File: config.mk
export PLATFORM = sky130hd
export DESIGN_NAME = vap_attr_stage
export DESIGN_NICKNAME = d
export VERILOG_FILES = /design/src/hdl/vap_pkg.sv /design/src/hdl/vap_attr_if.sv /design/src/hdl/vap_attr_regs.sv /design/src/hdl/vap_attr_stage.sv
export VERILOG_INCLUDE_DIRS = /design/src /design/src/hdl
export SDC_FILE = /design/constraint.sdc
export NUM_CORES = 1
export LEC_CHECK = 0
export BUFFER_PORTS_ARGS = -buffer_cell sky130_fd_sc_hd__buf_2
export CAP_MARGIN = 20
export CORE_MARGIN = 2
export CORE_UTILIZATION = 35
export CTS_CLUSTER_DIAMETER = 150
export DETAILED_ROUTE_END_ITERATION = 6
export PLACE_DENSITY_LB_ADDON = 0.3
export SYNTH_ARGS = -nofsm -noshare
export SYNTH_HDL_FRONTEND = slang
export SYNTH_SLANG_ARGS = --single-unit
File: constraint.sdc
create_clock -name I_SYS_CLK -period 4.3 [get_ports I_SYS_CLK]
set_clock_uncertainty 0.05 [all_clocks]
set_input_delay 0.215 -clock I_SYS_CLK [delete_from_list [all_inputs] [get_ports I_SYS_CLK]]
set_output_delay 0.215 -clock I_SYS_CLK [all_outputs]
set_load 0.01 [all_outputs]
File: src/hdl/vap_params.svh
// Offsets, field positions, reset values and counts of the attribute stage.
`ifndef VAP_PARAMS_SVH
`define VAP_PARAMS_SVH

// Host I/O ports.
`define VAP_PORT_ATTR 10'h3C0
`define VAP_PORT_ATTR_DATA 10'h3C1
`define VAP_PORT_MASK 10'h3C6
`define VAP_PORT_PAL_RIDX 10'h3C7
`define VAP_PORT_PAL_WIDX 10'h3C8
`define VAP_PORT_STAT_MONO 10'h3BA
`define VAP_PORT_STAT_COLR 10'h3DA

// Attribute register indices.
`define VAP_IDX_COLOUR_TOP 5'h10
`define VAP_IDX_MODE 5'h10
`define VAP_IDX_BORDER 5'h11
`define VAP_IDX_PLANE 5'h12
`define VAP_IDX_PAN 5'h13
`define VAP_IDX_PAD 5'h14

// Field positions.
`define VAP_IDX_VIDEO_BIT 5
`define VAP_MODE_GFX 0
`define VAP_MODE_MONO 1
`define VAP_MODE_LGFX 2
`define VAP_MODE_BLINK 3
`define VAP_MODE_PANSPLIT 5
`define VAP_MODE_ASM256 6
`define VAP_MODE_PADSEL 7
`define VAP_MODE_WMASK 8'hEF

// Character codes that extend into the ninth dot.
`define VAP_LG_CODE_LO 8'hC0
`define VAP_LG_CODE_HI 8'hDF

// Panning value that means no shift in nine-dot text.
`define VAP_PAN_NINE_ZERO 4'h8

// Palette port state codes.
`define VAP_STATE_WMODE 2'h0
`define VAP_STATE_RMODE 2'h3

// Reset values and counts.
`define VAP_MASK_RST 8'hFF
`define VAP_BLINK_VSYNCS 8'h10

`endif

File: src/hdl/vap_pkg.sv
// Types shared by the attribute stage modules.
package vap_pkg;

    typedef enum logic [1:0] {
        VAP_IF_VGA = 2'h0,
        VAP_IF_SPLIT = 2'h1,
        VAP_IF_EITHER = 2'h2
    } vap_if_mode_t;

    typedef enum logic [1:0] {
        VAP_ASM_HIGH = 2'b01,
        VAP_ASM_LOW = 2'b10
    } vap_asm_t;

    typedef struct packed {
        logic sel;
        logic [5:0] index;
        logic [15:0][5:0] colour;
        logic [7:0] mode;
        logic [7:0] border;
        logic [5:0] plane;
        logic [3:0] pan;
        logic [3:0] pad;
    } vap_regs_st_t;

    typedef struct packed {
        logic [7:0] rdata;
        logic ack;
        logic rd_b;
        logic wr_b;
        logic [7:0] mask;
        logic [7:0] pal_idx;
        logic [7:0] pal_save;
        logic [1:0] pal_state;
        logic vsync;
        logic [7:0] blink_cnt;
        logic blink_on;
        logic [3:0] prev_pix;
        vap_asm_t asm_ph;
        logic [3:0] asm_hi;
        logic [7:0] video;
        logic vvalid;
        logic [7:0] pal_addr;
        logic [1:0] status;
        logic [3:0] pan;
    } vap_core_st_t;

endpackage

File: src/hdl/vap_attr_if.sv
// Link between the stage and its attribute register file.
interface vap_attr_if;
    vap_pkg::vap_if_mode_t if_mode;
    logic wr_p0;
    logic wr_p1;
    logic clr_sel;
    logic [7:0] wdata;
    logic sel;
    logic [5:0] index;
    logic [7:0] data_rd;
    logic [15:0][5:0] colour;
    logic [7:0] mode;
    logic [7:0] border;
    logic [5:0] plane;
    logic [3:0] pan;
    logic [3:0] pad;

    modport ctrl (
        output if_mode, wr_p0, wr_p1, clr_sel, wdata,
        input sel, index, data_rd, colour, mode, border, plane, pan, pad
    );
    modport regs (
        input if_mode, wr_p0, wr_p1, clr_sel, wdata,
        output sel, index, data_rd, colour, mode, border, plane, pan, pad
    );
endinterface

File: src/hdl/vap_attr_regs.sv
// Attribute index, selector flip-flop and attribute data registers.
`include "vap_params.svh"
module vap_attr_regs (
    // Clock and reset.
    input wire logic i_clk,
    input wire logic i_rst_b,
    // Access from the stage.
    vap_attr_if.regs bus
);
    vap_pkg::vap_regs_st_t st_q;
    vap_pkg::vap_regs_st_t st_d;
    logic [4:0] idx;
    logic idx_wr;
    logic data_wr;

    always_comb begin
        st_d = st_q;
        idx = st_q.index[4:0];
        idx_wr = 1'b0;
        data_wr = 1'b0;
        if (bus.clr_sel) begin
            st_d.sel = 1'b0;
        end else if (bus.wr_p0 && bus.if_mode == vap_pkg::VAP_IF_SPLIT) begin
            idx_wr = 1'b1;
        end else if (bus.wr_p0 ||
                     (bus.wr_p1 && bus.if_mode == vap_pkg::VAP_IF_EITHER)) begin
            idx_wr = !st_q.sel;
            data_wr = st_q.sel;
            st_d.sel = !st_q.sel;
        end else if (bus.wr_p1) begin
            data_wr = 1'b1;
        end
        if (idx_wr) begin
            st_d.index = bus.wdata[5:0];
        end
        if (data_wr) begin
            if (idx < `VAP_IDX_COLOUR_TOP) begin
                // Colour entries are locked while video is enabled.
                if (!st_q.index[`VAP_IDX_VIDEO_BIT]) begin
                    st_d.colour[idx[3:0]] = bus.wdata[5:0];
                end
            end else if (idx == `VAP_IDX_MODE) begin
                st_d.mode = bus.wdata & `VAP_MODE_WMASK;
            end else if (idx == `VAP_IDX_BORDER) begin
                st_d.border = bus.wdata;
            end else if (idx == `VAP_IDX_PLANE) begin
                st_d.plane = bus.wdata[5:0];
            end else if (idx == `VAP_IDX_PAN) begin
                st_d.pan = bus.wdata[3:0];
            end else if (idx == `VAP_IDX_PAD) begin
                st_d.pad = bus.wdata[3:0];
            end
        end
    end

    always_comb begin
        bus.data_rd = 8'h00;
        if (idx < `VAP_IDX_COLOUR_TOP) begin
            if (!st_q.index[`VAP_IDX_VIDEO_BIT]) begin
                bus.data_rd = {2'h0, st_q.colour[idx[3:0]]};
            end
        end else if (idx == `VAP_IDX_MODE) begin
            bus.data_rd = st_q.mode;
        end else if (idx == `VAP_IDX_BORDER) begin
            bus.data_rd = st_q.border;
        end else if (idx == `VAP_IDX_PLANE) begin
            bus.data_rd = {2'h0, st_q.plane};
        end else if (idx == `VAP_IDX_PAN) begin
            bus.data_rd = {4'h0, st_q.pan};
        end else if (idx == `VAP_IDX_PAD) begin
            bus.data_rd = {4'h0, st_q.pad};
        end
    end

    assign bus.sel = st_q.sel;
    assign bus.index = st_q.index;
    assign bus.colour = st_q.colour;
    assign bus.mode = st_q.mode;
    assign bus.border = st_q.border;
    assign bus.plane = st_q.plane;
    assign bus.pan = st_q.pan;
    assign bus.pad = st_q.pad;

    always_ff @(posedge i_clk) begin
        if (!i_rst_b) begin
            st_q <= '0;
        end else begin
            st_q <= st_d;
        end
    end
endmodule

File: src/hdl/vap_attr_stage.sv
// Attribute controller pixel stage with host ports and palette mask.
// Notes on behaviour
// Reading the input status port clears the attribute selector flip-flop.
// Each attribute port write toggles selector; clear loads index, set data.
// Reads ignore selector: index at first port, data at second.
// Extended modes: split index/data ports, or both usable at either.
// Index bits 4..0 pick the attribute register reached at data port.
// Index bit 5 clear opens colour table; set enables video, locks it. Code only locks; video path ignores bit 5.
// Sixteen colour entries hold six bits, upper two read zero.
// Mode bit 0 picks text or graphics, bit 1 colour or mono.
// Ninth dot repeats eighth for line-graphics codes if enabled, else background.
// Blink counter steps on vsync; bit 3 picks blink or background intensity.
// Mode bit 5 set limits panning to the top screen region.
// Mode bit 6 packs two nibbles into one byte at half rate.
// Mode bit 7 takes video bits 5..4 from pad bits 1..0.
// Border colour shown between display end and blank, blank and display.
// Cleared plane enable bits force pixel bits to zero before lookup.
// Plane register bits 5..4 choose two video bits for status.
// Panning shift: nine-dot uses value plus one, eight means zero.
// Host keeps panning bit 0 low in 256 mode; shift is half value.
// Pad bits 3..2 drive video 7..6 except in 256 mode.
// Pixel mask is ANDed with video before addressing the palette.
// Palette disabled: mask port accesses pulse external strobes, mask ignored.
// State reads 00 after write-mode index, 11 after read-mode; no strobe.
// Read-mode index write auto-increments; write-mode index write does not.
// Reset clears the selector so the first attribute write is an index.
`include "vap_params.svh"
module vap_attr_stage #(
    parameter logic [7:0] BLINK_VSYNCS = `VAP_BLINK_VSYNCS
) (
    // Clock and reset.
    input wire logic I_SYS_CLK,
    input wire logic I_RST_B,
    // Host I/O cycles.
    input wire logic [9:0] I_IO_ADDR,
    input wire logic I_IO_RD,
    input wire logic I_IO_WR,
    input wire logic [7:0] I_IO_WDATA,
    output logic [7:0] O_IO_RDATA,
    output logic O_IO_ACK,
    // Configuration.
    input wire logic [1:0] I_IF_MODE,
    input wire logic I_INT_PAL_EN,
    // Display timing.
    input wire logic I_VSYNC,
    input wire logic I_DISP_EN,
    input wire logic I_BLANK,
    input wire logic I_LOWER_SCREEN,
    input wire logic I_DOT9_MODE,
    // Pixel input.
    input wire logic I_PIX_VALID,
    input wire logic [3:0] I_PLANE_PIX,
    input wire logic I_DOT9,
    input wire logic [7:0] I_CHAR_CODE,
    input wire logic [3:0] I_BG_PIX,
    input wire logic I_BLINK_ATTR,
    // Video and palette outputs.
    output logic [3:0] O_PAN_SHIFT,
    output logic O_VIDEO_VALID,
    output logic [7:0] O_VIDEO,
    output logic [7:0] O_PAL_ADDR,
    output logic [7:0] O_PAL_INDEX,
    output logic [7:0] O_PAL_SAVE,
    output logic [1:0] O_STATUS_PIX,
    output logic O_EXT_PAL_RD_B,
    output logic O_EXT_PAL_WR_B
);
    vap_attr_if attr ();
    vap_pkg::vap_core_st_t st_q;
    vap_pkg::vap_core_st_t st_d;
    vap_pkg::vap_if_mode_t if_mode;
    logic stat_hit;
    logic [7:0] mode;
    logic gfx;
    logic [3:0] pix;
    logic [3:0] bg;
    logic [5:0] col;
    logic [7:0] vid;
    logic vid_ok;
    logic [7:0] addr_rd;

    vap_attr_regs u_regs (
        .i_clk(I_SYS_CLK),
        .i_rst_b(I_RST_B),
        .bus(attr)
    );

    // Any code outside the defined set is treated as plain VGA access.
    always_comb begin
        if (I_IF_MODE == 2'h1) begin
            if_mode = vap_pkg::VAP_IF_SPLIT;
        end else if (I_IF_MODE == 2'h2) begin
            if_mode = vap_pkg::VAP_IF_EITHER;
        end else begin
            if_mode = vap_pkg::VAP_IF_VGA;
        end
    end

    function automatic logic in_lg_range(input logic [7:0] code);
        in_lg_range = (code >= `VAP_LG_CODE_LO) && (code <= `VAP_LG_CODE_HI);
    endfunction

    assign stat_hit = (I_IO_ADDR == `VAP_PORT_STAT_MONO) ||
                      (I_IO_ADDR == `VAP_PORT_STAT_COLR);
    assign attr.if_mode = if_mode;
    assign attr.clr_sel = I_IO_RD && stat_hit;
    assign attr.wr_p0 = I_IO_WR && (I_IO_ADDR == `VAP_PORT_ATTR);
    assign attr.wr_p1 = I_IO_WR && (I_IO_ADDR == `VAP_PORT_ATTR_DATA);
    assign attr.wdata = I_IO_WDATA;
    assign mode = attr.mode;
    assign gfx = mode[`VAP_MODE_GFX];

    // Attribute read value; only the either-port mode follows the selector.
    always_comb begin
        if (if_mode == vap_pkg::VAP_IF_EITHER && attr.sel) begin
            addr_rd = attr.data_rd;
        end else if (if_mode == vap_pkg::VAP_IF_EITHER) begin
            addr_rd = {2'h0, attr.index};
        end else if (I_IO_ADDR == `VAP_PORT_ATTR) begin
            addr_rd = {2'h0, attr.index};
        end else begin
            addr_rd = attr.data_rd;
        end
    end

    // Pixel path up to the 8-bit video value.
    always_comb begin
        // Intensity of the background is dropped when blink owns bit 3.
        bg = I_BG_PIX;
        if (mode[`VAP_MODE_BLINK] || mode[`VAP_MODE_MONO]) begin
            bg[3] = 1'b0;
        end
        pix = I_PLANE_PIX & attr.plane[3:0];
        if (I_DOT9) begin
            if (mode[`VAP_MODE_LGFX] && !gfx && in_lg_range(I_CHAR_CODE)) begin
                pix = st_q.prev_pix;
            end else begin
                pix = bg;
            end
        end
        if (mode[`VAP_MODE_BLINK] && I_BLINK_ATTR && !st_q.blink_on) begin
            pix = gfx ? (pix ^ 4'h8) : bg;
        end
        col = attr.colour[pix];
        vid[3:0] = col[3:0];
        vid[5:4] = mode[`VAP_MODE_PADSEL] ? attr.pad[1:0] : col[5:4];
        vid[7:6] = attr.pad[3:2];
        vid_ok = I_PIX_VALID;
        if (mode[`VAP_MODE_ASM256]) begin
            // First nibble of a pair is held as the high half.
            vid = {st_q.asm_hi, pix};
            vid_ok = I_PIX_VALID && (st_q.asm_ph == vap_pkg::VAP_ASM_LOW);
        end
        if (!I_DISP_EN && !I_BLANK) begin
            vid = attr.border;
            vid_ok = 1'b1;
        end else if (!I_DISP_EN) begin
            vid = 8'h00;
            vid_ok = 1'b0;
        end
    end

    always_comb begin
        st_d = st_q;
        st_d.ack = I_IO_RD;
        st_d.rd_b = 1'b1;
        st_d.wr_b = 1'b1;
        // Host reads.
        if (I_IO_RD) begin
            if (I_IO_ADDR == `VAP_PORT_ATTR ||
                I_IO_ADDR == `VAP_PORT_ATTR_DATA) begin
                st_d.rdata = addr_rd;
            end else if (I_IO_ADDR == `VAP_PORT_MASK) begin
                st_d.rdata = st_q.mask;
                st_d.rd_b = I_INT_PAL_EN;
            end else if (I_IO_ADDR == `VAP_PORT_PAL_RIDX) begin
                st_d.rdata = {6'h00, st_q.pal_state};
            end else if (I_IO_ADDR == `VAP_PORT_PAL_WIDX) begin
                st_d.rdata = st_q.pal_idx;
                st_d.rd_b = I_INT_PAL_EN;
            end else if (stat_hit) begin
                st_d.rdata = {2'h0, st_q.status, 4'h0};
            end else begin
                st_d.rdata = 8'h00;
            end
        end
        // Host writes to the palette side.
        if (I_IO_WR) begin
            if (I_IO_ADDR == `VAP_PORT_MASK) begin
                st_d.mask = I_IO_WDATA;
                st_d.wr_b = I_INT_PAL_EN;
            end else if (I_IO_ADDR == `VAP_PORT_PAL_RIDX) begin
                st_d.pal_save = I_IO_WDATA;
                st_d.pal_idx = I_IO_WDATA + 8'h01;
                st_d.pal_state = `VAP_STATE_RMODE;
                st_d.wr_b = I_INT_PAL_EN;
            end else if (I_IO_ADDR == `VAP_PORT_PAL_WIDX) begin
                st_d.pal_save = I_IO_WDATA;
                st_d.pal_idx = I_IO_WDATA;
                st_d.pal_state = `VAP_STATE_WMODE;
                st_d.wr_b = I_INT_PAL_EN;
            end
        end
        // Blink counter advances on each rising edge of vertical sync; the phase flips every BLINK_VSYNCS edges.
        st_d.vsync = I_VSYNC;
        if (I_VSYNC && !st_q.vsync) begin
            if (st_q.blink_cnt >= BLINK_VSYNCS - 8'h01) begin
                st_d.blink_cnt = 8'h00;
                st_d.blink_on = !st_q.blink_on;
            end else begin
                st_d.blink_cnt = st_q.blink_cnt + 8'h01;
            end
        end
        // Pair assembly and ninth-dot history.
        if (I_PIX_VALID && I_DISP_EN) begin
            st_d.prev_pix = pix;
            if (mode[`VAP_MODE_ASM256]) begin
                case (st_q.asm_ph)
                    vap_pkg::VAP_ASM_HIGH: begin
                        st_d.asm_hi = pix;
                        st_d.asm_ph = vap_pkg::VAP_ASM_LOW;
                    end
                    default: begin
                        st_d.asm_ph = vap_pkg::VAP_ASM_HIGH;
                    end
                endcase
            end
        end
        if (!I_DISP_EN || !mode[`VAP_MODE_ASM256]) begin
            st_d.asm_ph = vap_pkg::VAP_ASM_HIGH;
        end
        st_d.video = vid;
        st_d.vvalid = vid_ok;
        st_d.pal_addr = I_INT_PAL_EN ? (vid & st_q.mask) : vid;
        case (attr.plane[5:4])
            2'h0: st_d.status = {vid[2], vid[0]};
            2'h1: st_d.status = {vid[5], vid[4]};
            2'h2: st_d.status = {vid[3], vid[1]};
            default: st_d.status = {vid[7], vid[6]};
        endcase
        // Panning amount handed to the shifter.
        if (mode[`VAP_MODE_PANSPLIT] && I_LOWER_SCREEN) begin
            st_d.pan = 4'h0;
        end else if (mode[`VAP_MODE_ASM256]) begin
            st_d.pan = {1'b0, attr.pan[3:1]};
        end else if (I_DOT9_MODE && !gfx) begin
            if (attr.pan < `VAP_PAN_NINE_ZERO) begin
                st_d.pan = attr.pan + 4'h1;
            end else begin
                st_d.pan = 4'h0;
            end
        end else begin
            st_d.pan = attr.pan;
        end
    end

    always_ff @(posedge I_SYS_CLK) begin
        if (!I_RST_B) begin
            st_q <= '0;
            st_q.rd_b <= 1'b1;
            st_q.wr_b <= 1'b1;
            st_q.mask <= `VAP_MASK_RST;
            st_q.asm_ph <= vap_pkg::VAP_ASM_HIGH;
        end else begin
            st_q <= st_d;
        end
    end

    assign O_IO_RDATA = st_q.rdata;
    assign O_IO_ACK = st_q.ack;
    assign O_PAN_SHIFT = st_q.pan;
    assign O_VIDEO_VALID = st_q.vvalid;
    assign O_VIDEO = st_q.video;
    assign O_PAL_ADDR = st_q.pal_addr;
    assign O_PAL_INDEX = st_q.pal_idx;
    assign O_PAL_SAVE = st_q.pal_save;
    assign O_STATUS_PIX = st_q.status;
    assign O_EXT_PAL_RD_B = st_q.rd_b;
    assign O_EXT_PAL_WR_B = st_q.wr_b;
endmodule

# Word level (Yosys, flattened, before mapping)
# Cells that the tools add are included.
[totals] register_bits=212 input_bits=49 output_inout_bits=50 elab_cells=194
[op_classes] add_sub_neg=3 n_lt_le_gt_ge=8 n_eq_ne=20 mux=57 bitwise_logic=13 reduce_logical=50
[op_table] cell="$mux 8" count=17
[op_table] cell="$bwmux 96" count=1
[op_table] cell="$eq 10x10->1 const B" count=7
[op_table] cell="$bmux 6 s4" count=2
[op_table] cell="$mux 18" count=2
[op_table] cell="$mux 6" count=5
[op_table] cell="$mux 4" count=7
[op_table] cell="$eq 5x5->1 const B" count=5
[op_table] cell="$demux 6 s4" count=1
[op_table] cell="$logic_and 1x1->1" count=18
[op_table] cell="$add 8x1->8 const B" count=2
[op_table] cell="$mux 1" count=16
[op_table] cell="$reduce_and 3->1" count=4
[op_table] cell="$not 1->1" count=11
[op_table] cell="$lt 4x5->1 const B" count=2
[op_table] cell="$reduce_and 2->1" count=5
[op_table] cell="$and 8x8->8" count=1
[op_table] cell="$eq 2x1->1 const B" count=4
[op_table] cell="$eq 2x2->1 const B" count=4
[op_table] cell="$ge 8x4->1 const B" count=1
[op_table] cell="$ge 8x8->1 const B" count=1
[op_table] cell="$le 8x8->1 const B" count=1
[op_table] cell="$mux 2" count=4
[op_table] cell="$logic_not 1->1" count=7
[op_table] cell="other kinds (16)" count=23

# Longest topological paths before layout
# Gate-level depths: netlist of the first run.
[logic_depth] ltp_word=16 ltp_mapped=12 depth_no_buf=9

# Cells and area by module
# Synthesis of the first run repeated with hierarchy kept, for this count alone.
[unflattened] cells_unflattened=1267 hier_area_um2=11612.4
[modules_own_cells] module="vap_attr_regs" n_inst=1 cells_each=681 area_per_inst_um2=6578.8
[modules_own_cells] module="vap_attr_stage" n_inst=1 cells_each=586 area_per_inst_um2=5033.6

# Least setup slack after synthesis of the first run
# No wires, ideal clock.
[synth_timing] path_type="flip-flop to flip-flop" from="register u_regs.st_q, in the netlist u_regs.bus.mode[0]" to="register st_q, in the netlist O_STATUS_PIX[0]" setup_ns=0.122 arrival_ns=2.910 required_time_ns=4.128 path_slack_ns=1.218 path_stages_with_launch=10 n_path_buf=1 synth_period_minus_slack_ns=3.082 cell_sequence="dfxtp_1 -> or3b_4 -> a221oi_4 -> mux2i_1 -> buf_2 -> mux2i_1 -> o2111ai_1 -> a311oi_1 -> o21a_1 -> a311o_1"
[synth_via] elab_chain_cells=15
[synth_rtl] element="start: declaration" line="vap_attr_regs.sv:10" text="vap_pkg::vap_regs_st_t st_q;"
[synth_rtl] element="start signal: assignment" line="vap_attr_regs.sv:88" text="st_q <= st_d;"
[synth_rtl] element="$logic_not 1->1" line="vap_attr_stage.sv:135" text="if (mode[`VAP_MODE_LGFX] && !gfx && in_lg_range(I_CHAR_CODE)) begin"
[synth_rtl] element="$logic_and 1x1->1 (2 in a row)" line="vap_attr_stage.sv:135"
[synth_rtl] element="$mux 4" line="vap_attr_stage.sv:135"
[synth_rtl] element="$mux 4" line="vap_attr_stage.sv:134" text="if (I_DOT9) begin"
[synth_rtl] element="$not 1->1 (no source line)"
[synth_rtl] element="$mux 4" line="vap_attr_stage.sv:142" text="pix = gfx ? (pix ^ 4'h8) : bg;"
[synth_rtl] element="$mux 4 *" line="vap_attr_stage.sv:141" text="if (mode[`VAP_MODE_BLINK] && I_BLINK_ATTR && !st_q.blink_on) begin"
[synth_rtl] element="$bmux 6 s4" line="vap_attr_stage.sv:144" text="col = attr.colour[pix];"
[synth_rtl] element="$mux 6 (implied by the code)" line="vap_attr_stage.sv:144"
[synth_rtl] element="$mux 2" line="vap_attr_stage.sv:146" text="vid[5:4] = mode[`VAP_MODE_PADSEL] ? attr.pad[1:0] : col[5:4];"
[synth_rtl] element="$mux 8 *" line="vap_attr_stage.sv:149" text="if (mode[`VAP_MODE_ASM256]) begin"
[synth_rtl] element="$mux 8 *" line="vap_attr_stage.sv:157" text="end else if (!I_DISP_EN) begin"
[synth_rtl] element="$mux 8 *" line="vap_attr_stage.sv:154" text="if (!I_DISP_EN && !I_BLANK) begin"
[synth_rtl] element="$pmux 2 s3 *" line="vap_attr_stage.sv:235" text="case (attr.plane[5:4])"
[synth_rtl] element="end signal: assignment" line="vap_attr_stage.sv:265" text="st_q <= st_d;"
[synth_rtl] element="end: declaration" line="vap_attr_stage.sv:69" text="vap_pkg::vap_core_st_t st_q;"
# Every way passes the cells marked *; elsewhere a longest branch is shown, timed or not. The select of a mux whose other input is x is not followed.
# A chain may end at the register's enable or synchronous reset.

# Worst setup path after layout of the first run
# Ends and elaborated chain as after synthesis.

==> impl_results.md, run 1 <==
* Measured slew at the worst slew-check pin at approximately 990 ps
* Die Ht at about 180 um
* Cell Area, Synth at ~11000 um^2
* Crit-path most repeated cell: mux2i_1
* Synth Register Bits at between 200 and 250
* Worst rel slew slack at 0.338
* Routed vias at approximately 9500
* Slowest cell on crit path: mux2_4
* Leakage power at around 4.5 nW
* Most frequent cells in the layout: 279 x nand2_1, 209 x dfxtp_1, 142 x a21oi_1
* Element type at the critical path end: flip-flop
* Die area at about 32000 um^2
* CTS sink cnt at about 210
* Largest family of logic cells by synthesized area: simple AND/OR/NAND/NOR gates
* CTS resizes at 0
* YS warnings at 0
* Worst path max stage delay at between 500 and 600 ps
* Post-Synth XOR/XNOR Area at 0.0113
* Total wire length at ~33000 um
* DRC viols at 0
* Most used DFF post-synth: dfxtp_1
* CTS Buf Count at 24
* Post-Synth Simple-Gate Area at 0.223
* Total track usage at 0.197
* Most common cell after layout, fill and taps aside: nand2_1
* Synth Area in Compound Gates at 0.145
* Post-synthesis adder-cell area fraction at 0.00440
* Mean area per synthesized cell at 8.20 um^2
* FMAX at approximately 280 MHz
* Post-synth ARST share at 0
* Top-area cell type share of the netlist area at 0.391
* Row cnt at 64
* Min Clock Period, post-route at between 3000 and 4000 ps
* Setup TNS at 0 ps
* Post-CTS setup repair buffer count at 0
* Max-cap viol count at 0
* RSZ-0062 raised after global routing: no
* Critical path launch point: u_regs.bus.mode[0]
* Unique masters post-synth at 68
* CP Depth at 9
* Hold path startpoint: I_IO_RD
* Fraction of layout cells with a size suffix above 1 at 0.155
* CP max FO at 34
* Worst VDD drop at 246 uV
* Core area at 30500 um^2
* Main area contributors after synthesis: dfxtp_1 39%, nand2_1 9.7%, mux2i_1 7.0%
* Post-synth EDFFs at 0
* Initial antenna violation count at 0
* Critical path arrival at roughly 4000 ps
* Syn Inst Count at 1317
* Initial Utilization at 0.354
* Starting DRT DRC Count at approximately 730
* FF-to-FF path depth at 9
* Placement Setup Slack at roughly 800 ps
* Fin. Hold Viols at 0
* WP data required at about 4700 ps
* R2r startpoint: u_regs.bus.mode[0]
* Setup slack after layout at around 770 ps
* Detailed Place HPWL at around 22000 um
* Fill count at 3082
* Clock latency on the worst-skew pair at ~530 ps
* Worst hold path class: input port to flip-flop
* Drt wl/cell at between 15 and 20 um
* CTS root buffer: clkbuf_16
* Syn-to-layout area delta at 11.2%
* Ports at slightly below 100
* Sequential share of the synthesized area at 0.391
* Nets at about 1400
* Port Buffer Count at 93
* Share of the clock period used by the worst path at 0.820
* CTS HTree Levels at 1
* CP Class: flip-flop to flip-flop
* Routed Antenna Nets at 0
* Mapped Nets at 1369
* CTS tree: built
* Via density at roughly 5.5
* Largest net degree at the start of global routing at between 70 and 80
* GPL Wtd Cong at roughly 0.94
* Global route overflow at 0
* Final setup vio count at 0
* Hold Path Stages at 2
* Yosys top cell by area: dfxtp_1
* Worst path cell trace: or3b_4 -> a221oi_4 -> mux2_4 -> mux2i_1 -> mux2i_1 -> o2111ai_1 -> a311oi_1 -> o21a_1 -> a311o_1
* Longest Clk Path Bufs at 3
* Final Slew Violations at 0
* Status: complete, no violations
* First-pass DRT Iterations at 5
* CP top delay family: compound AO/OA/AOI/OAI gates
* Die W at between 150 and 200 um
* First-pass GRT wire length at about 51000 um
* Worst setup SP type: flip-flop
* Mux cell area share after synthesis at 0.146
* Antenna Cells at 0
* Worst path bufs/invs at 0
* Number of global-route vias before repair at 9139
* Worst-path clk slew at around 60 ps
* Final core occ at 0.394
* Pwr Density at ~360 nW/um^2
sequential cells by signal, summed over array words and instances, names as in the netlist, 6 cells and up:
| signal | cells |
|---|---|
| u_regs.bus.mode | 7 |
| O_VIDEO | 8 |
| st_q | 29 |
| O_PAL_INDEX | 8 |
| O_PAL_SAVE | 8 |
| u_regs.bus.colour | 96 |
| O_IO_RDATA | 8 |
| O_PAL_ADDR | 8 |
| u_regs.bus.index | 6 |
| u_regs.bus.plane | 6 |
| u_regs.bus.border | 8 |
cells by family after synthesis:
family	Yosys count
adder cells (fa/ha/maj)	4
flip-flops	211
AND/OR/NAND/NOR	548
AO/OA/AOI/OAI	260
buffers and inverters	162
XOR/XNOR	14
multiplexers	118
power by group:
part / switching, mW / internal, mW
combinational: 0.191 / 0.0820
clock: 0.836 / 1.28
sequential: 0.00715 / 1.97
total: 1.03 / 3.33
repair_timing:
action,CTS,global route
hold endpoints to repair,19,0
hold buffers,7,0
setup endpoints to repair,0,0
routing by layer:
layer,share of wire,GRT usage,routed length (um)
met4,0.032,0.0719,1060
met3,0.065,0.0257,2120
met5,0,0,0
met1,0.44,0.257,14200
met2,0.47,0.334,15300
final cells by class:
class,instances,area [um^2],area share
clock buffer,34,719,0.0599
inverter,20,77.6,0.00645
timing repair buffer,116,656,0.0546
sequential,211,4230,0.352
multi-input combinational,944,5740,0.477
tap,396,495,0.0412
clock inverter,9,105,0.00875
Yosys cell counts, types with 3 or more instances:
cell       count
o21ai_0       33
nand2b_1      12
and2_1         6
buf_6          3
a31oi_1        6
a32oi_1        8
ha_1           3
buf_4         47
a311oi_1       4
nand2_1      279
o21ai_1        6
buf_1          9
a211oi_1      11
dfxtp_1      211
a21boi_1       6
mux2i_1       76
inv_1         19
a21oi_1      142
xor2_1         7
mux2_2         7
o2111ai_1      5
nor2_1       112
nor2b_1        5
buf_2          9
nor3b_1        4
and3_1         8
a221oi_1       7
nand3b_1       4
nand4_1        8
nor3_2         3
clkbuf_1      72
nor3_1         7
mux4_2        30
nand3_1       81
mux2_4         3
a22oi_1        5
xnor2_1        7
o211ai_1       9
final timing paths:
check,to,slack (ps)
max reg2reg,O_STATUS_PIX[0],770
min reg2reg,O_PAL_SAVE[0],400
min,O_IO_RDATA[0],40
max,O_STATUS_PIX[0],770
stage by stage:
| step | hold slack, ps | cells | cell area [um^2] | power [mW] |
|---|---|---|---|---|
| detailed placement | 396 | 1680 | 11100 | 2.29 |
| floorplan | 292 | 1317 | 10800 | 2.21 |
| global route | 43.6 | 1730 | 12000 | 4.50 |
| global placement | 388 | 1680 | 11100 | 2.28 |
| CTS | 20.9 | 1730 | 12000 | 4.41 |
| finish | 41.5 | 1730 | 12000 | 4.37 |
worst register-to-register path: stages (launching register included):
cell       delay [ps]
dfxtp_1           360
or3b_4            440
a221oi_4          520
mux2_4            580
mux2i_1           260
mux2i_1           100
o2111ai_1         410
a311oi_1          180
o21a_1            210
a311o_1           300
Note: power is estimated with default switching activity, not from simulation.
==> inputs of run 2 (changes only) <==
- clock period: 4.3 -> 3.25 ns (I/O delays scaled with it)
==> impl_results.md, run 2 (synthesis results as in run 1) <==
* Routed vias at 9615 (+1.7%)
* CTS sink cnt at 211 (unchanged)
* FMAX at 316 MHz (+11%)
* Core area at 30500 um^2 (unchanged)
* Worst rel slew slack at 0.367 (+0.0291)
* Inst Count DP at 1699 (+1.1%)
* Worst hold path class: input port to flip-flop
* WHS at 17.1 ps (-24.4 ps)
* Final core occ at 0.405 (+0.0115)
* Pwr Total at 5.88 mW (+35%)
* CTS tree: built
* Final std cell area, no fill at 12400 um^2 (+2.9%)
* Nets at 1399 (+2.2%)
* Most frequent cells in the layout: 279 x nand2_1, 209 x dfxtp_1, 142 x a21oi_1
* Placement Setup Slack at 43.3 ps (-754 ps)
* Syn-to-layout area delta at 14.5%
* CP top delay family: compound AO/OA/AOI/OAI gates
* Routed Antenna Nets at 0 (unchanged)
* Starting DRT DRC Count at 923 (+26%)
* GPL Wtd Cong at 0.925 (-1.8%)
* CTS Buf Count at 24 (unchanged)
* CP Class: flip-flop to flip-flop
* Slowest cell on crit path: a221oi_4
* Measured slew at the worst slew-check pin at 948 ps (-44.3 ps)
* Critical path arrival at 3510 ps (-380 ps)
* Max-cap viol count at 0 (unchanged)
* Die W at 180 um (unchanged)
* Detailed Place HPWL at 23200 um (+3.8%)
* CP max FO at 13 (-62%)
* Total track usage at 0.204 (+0.00691)
* Global route overflow at 0 (unchanged)
* Longest Clk Path Bufs at 3 (unchanged)
* Drt wl/cell at 19.3 um (+2.0%)
* Element type at the critical path end: flip-flop
* Max reg flops at 96 (unchanged)
* Setup TNS at 0 ps (unchanged)
* Status: complete, no violations
* Setup slack after layout at 80.5 ps (-694 ps)
* Fraction of layout cells with a size suffix above 1 at 0.178 (+0.0225)
* Worst path cell trace: or3b_4 -> a221oi_4 -> buf_4 -> mux2i_1 -> buf_4 -> nor2_2 -> a22oi_1 -> a31oi_1 -> o211a_1 -> a21oi_2 -> nor3_2
* Worst path bufs/invs at 2 (+2)
* Non-filler cells, final at 1758 (+1.6%)
* Worst-path clk slew at 60 ps (about the same)
* Die area at 32300 um^2 (unchanged)
* DRC viols at 0 (unchanged)
* Largest net degree at the start of global routing at 73 (unchanged)
* GRT Max-Usage Layer: met2
* Worst VDD drop at 336 uV (+37%)
* Antenna Cells at 0 (unchanged)
* Share of the clock period used by the worst path at 0.975 (+0.155)
* Initial antenna violation count at 0 (unchanged)
* First-pass DRT Iterations at 6 (+1)
* Met1 Usage GRT at 0.276 (+0.0191)
* Final setup vio count at 0 (unchanged)
* Initial Utilization at 0.354 (unchanged)
* Most common cell after layout, fill and taps aside: nand2_1
* Port Buffer Count at 93 (unchanged)
* Pwr Density at 476 nW/um^2 (+31%)
* Total wire length at 33900 um (+3.7%)
* Placement Cell Area at 11300 um^2 (+1.7%)
* Min Clock Period, post-route at 3170 ps (-356 ps)
* Met3 Use GR at 0.0306 (+0.00486)
* Leakage power at 4.69 nW (+3.8%)
* Clock latency on the worst-skew pair at 530 ps (about the same)
* Via density at 5.47 (+0.13%)
* First-pass GRT wire length at 52500 um (+2.3%)
* Worst setup SP type: flip-flop
* CTS root buffer: clkbuf_16
* Row cnt at 64 (unchanged)
* WP data required at 3590 ps (-1070 ps)
* Number of global-route vias before repair at 8849 (-3.2%)
* Crit-path most repeated cell: buf_4
* Fin. Hold Viols at 0 (unchanged)
* CTS HTree Levels at 1 (unchanged)
* Met2 Use GR at 0.333 (-0.000766)
* Ports at 99 (unchanged)
* Worst path max stage delay at 410 ps (-160 ps)
* Die Ht at 180 um (unchanged)
* Final Slew Violations at 0 (unchanged)
-- run 2: cell types whose count changed in the layout (fill, tap and decap cells not counted), moves of 2 or more --
cell	change
buf_4	+21
buf_12	+4
o2111ai_1	-4
o2111ai_2	+4
buf_6	+2
clkinv_2	-2
clkinv_4	-2
dlygate4sd3_1	+2
nor2_1	-2
nor2_2	+2
-- run 2: area by class of cell --
| class | count | area, um^2 |
|---|---|---|
| fillers | 3068 | 18100 |
| clock inverters | 7 | 115 |
| multi-input cells | 944 | 5790 |
| clock buffers | 34 | 719 |
| well taps | 396 | 495 |
| inverters | 20 | 77.6 |
| repair buffers | 146 | 941 |
| flip-flops and latches | 211 | 4230 |
-- run 2: worst min-delay path, stage by stage --
cell,delay (ps)
buf_2,90
mux2i_1,90
nor2_1,110
a21oi_1,50
nor2_1,70
-- run 2: metal layers --
metal / vias up / share of wire
met2: 361 / 0.46
met1: 4580 / 0.43
met5: - / 0
li1: 4605 / -
met3: 69 / 0.069
met4: 0 / 0.033
-- run 2: path summary, 6_finish.rpt --
| path | to | start | cells past startpoint | slack (ps) |
|---|---|---|---|---|
| worst max register to register | O_PAL_ADDR[3] | u_regs.bus.mode[0] | 11 | 80 |
| worst min-delay path | st_q[30] | I_BG_PIX[1] | 5 | 20 |
| worst max-delay path | O_PAL_ADDR[3] | u_regs.bus.mode[0] | 11 | 80 |
| worst min register to register | O_PAL_SAVE[3] | O_PAL_SAVE[3] | 2 | 400 |
-- run 2: power by group --
group | switching [mW] | internal [mW]
combinational | 0.271 | 0.140
sequential | 0.00888 | 2.61
clock | 1.09 | 1.77
-- run 2: timing repair --
action,CTS,global route
endpoints found under the setup margin,0,10
hold buffers,9,0
buffers inserted,0,9
resized for setup,0,12
hold endpoints to repair,30,0
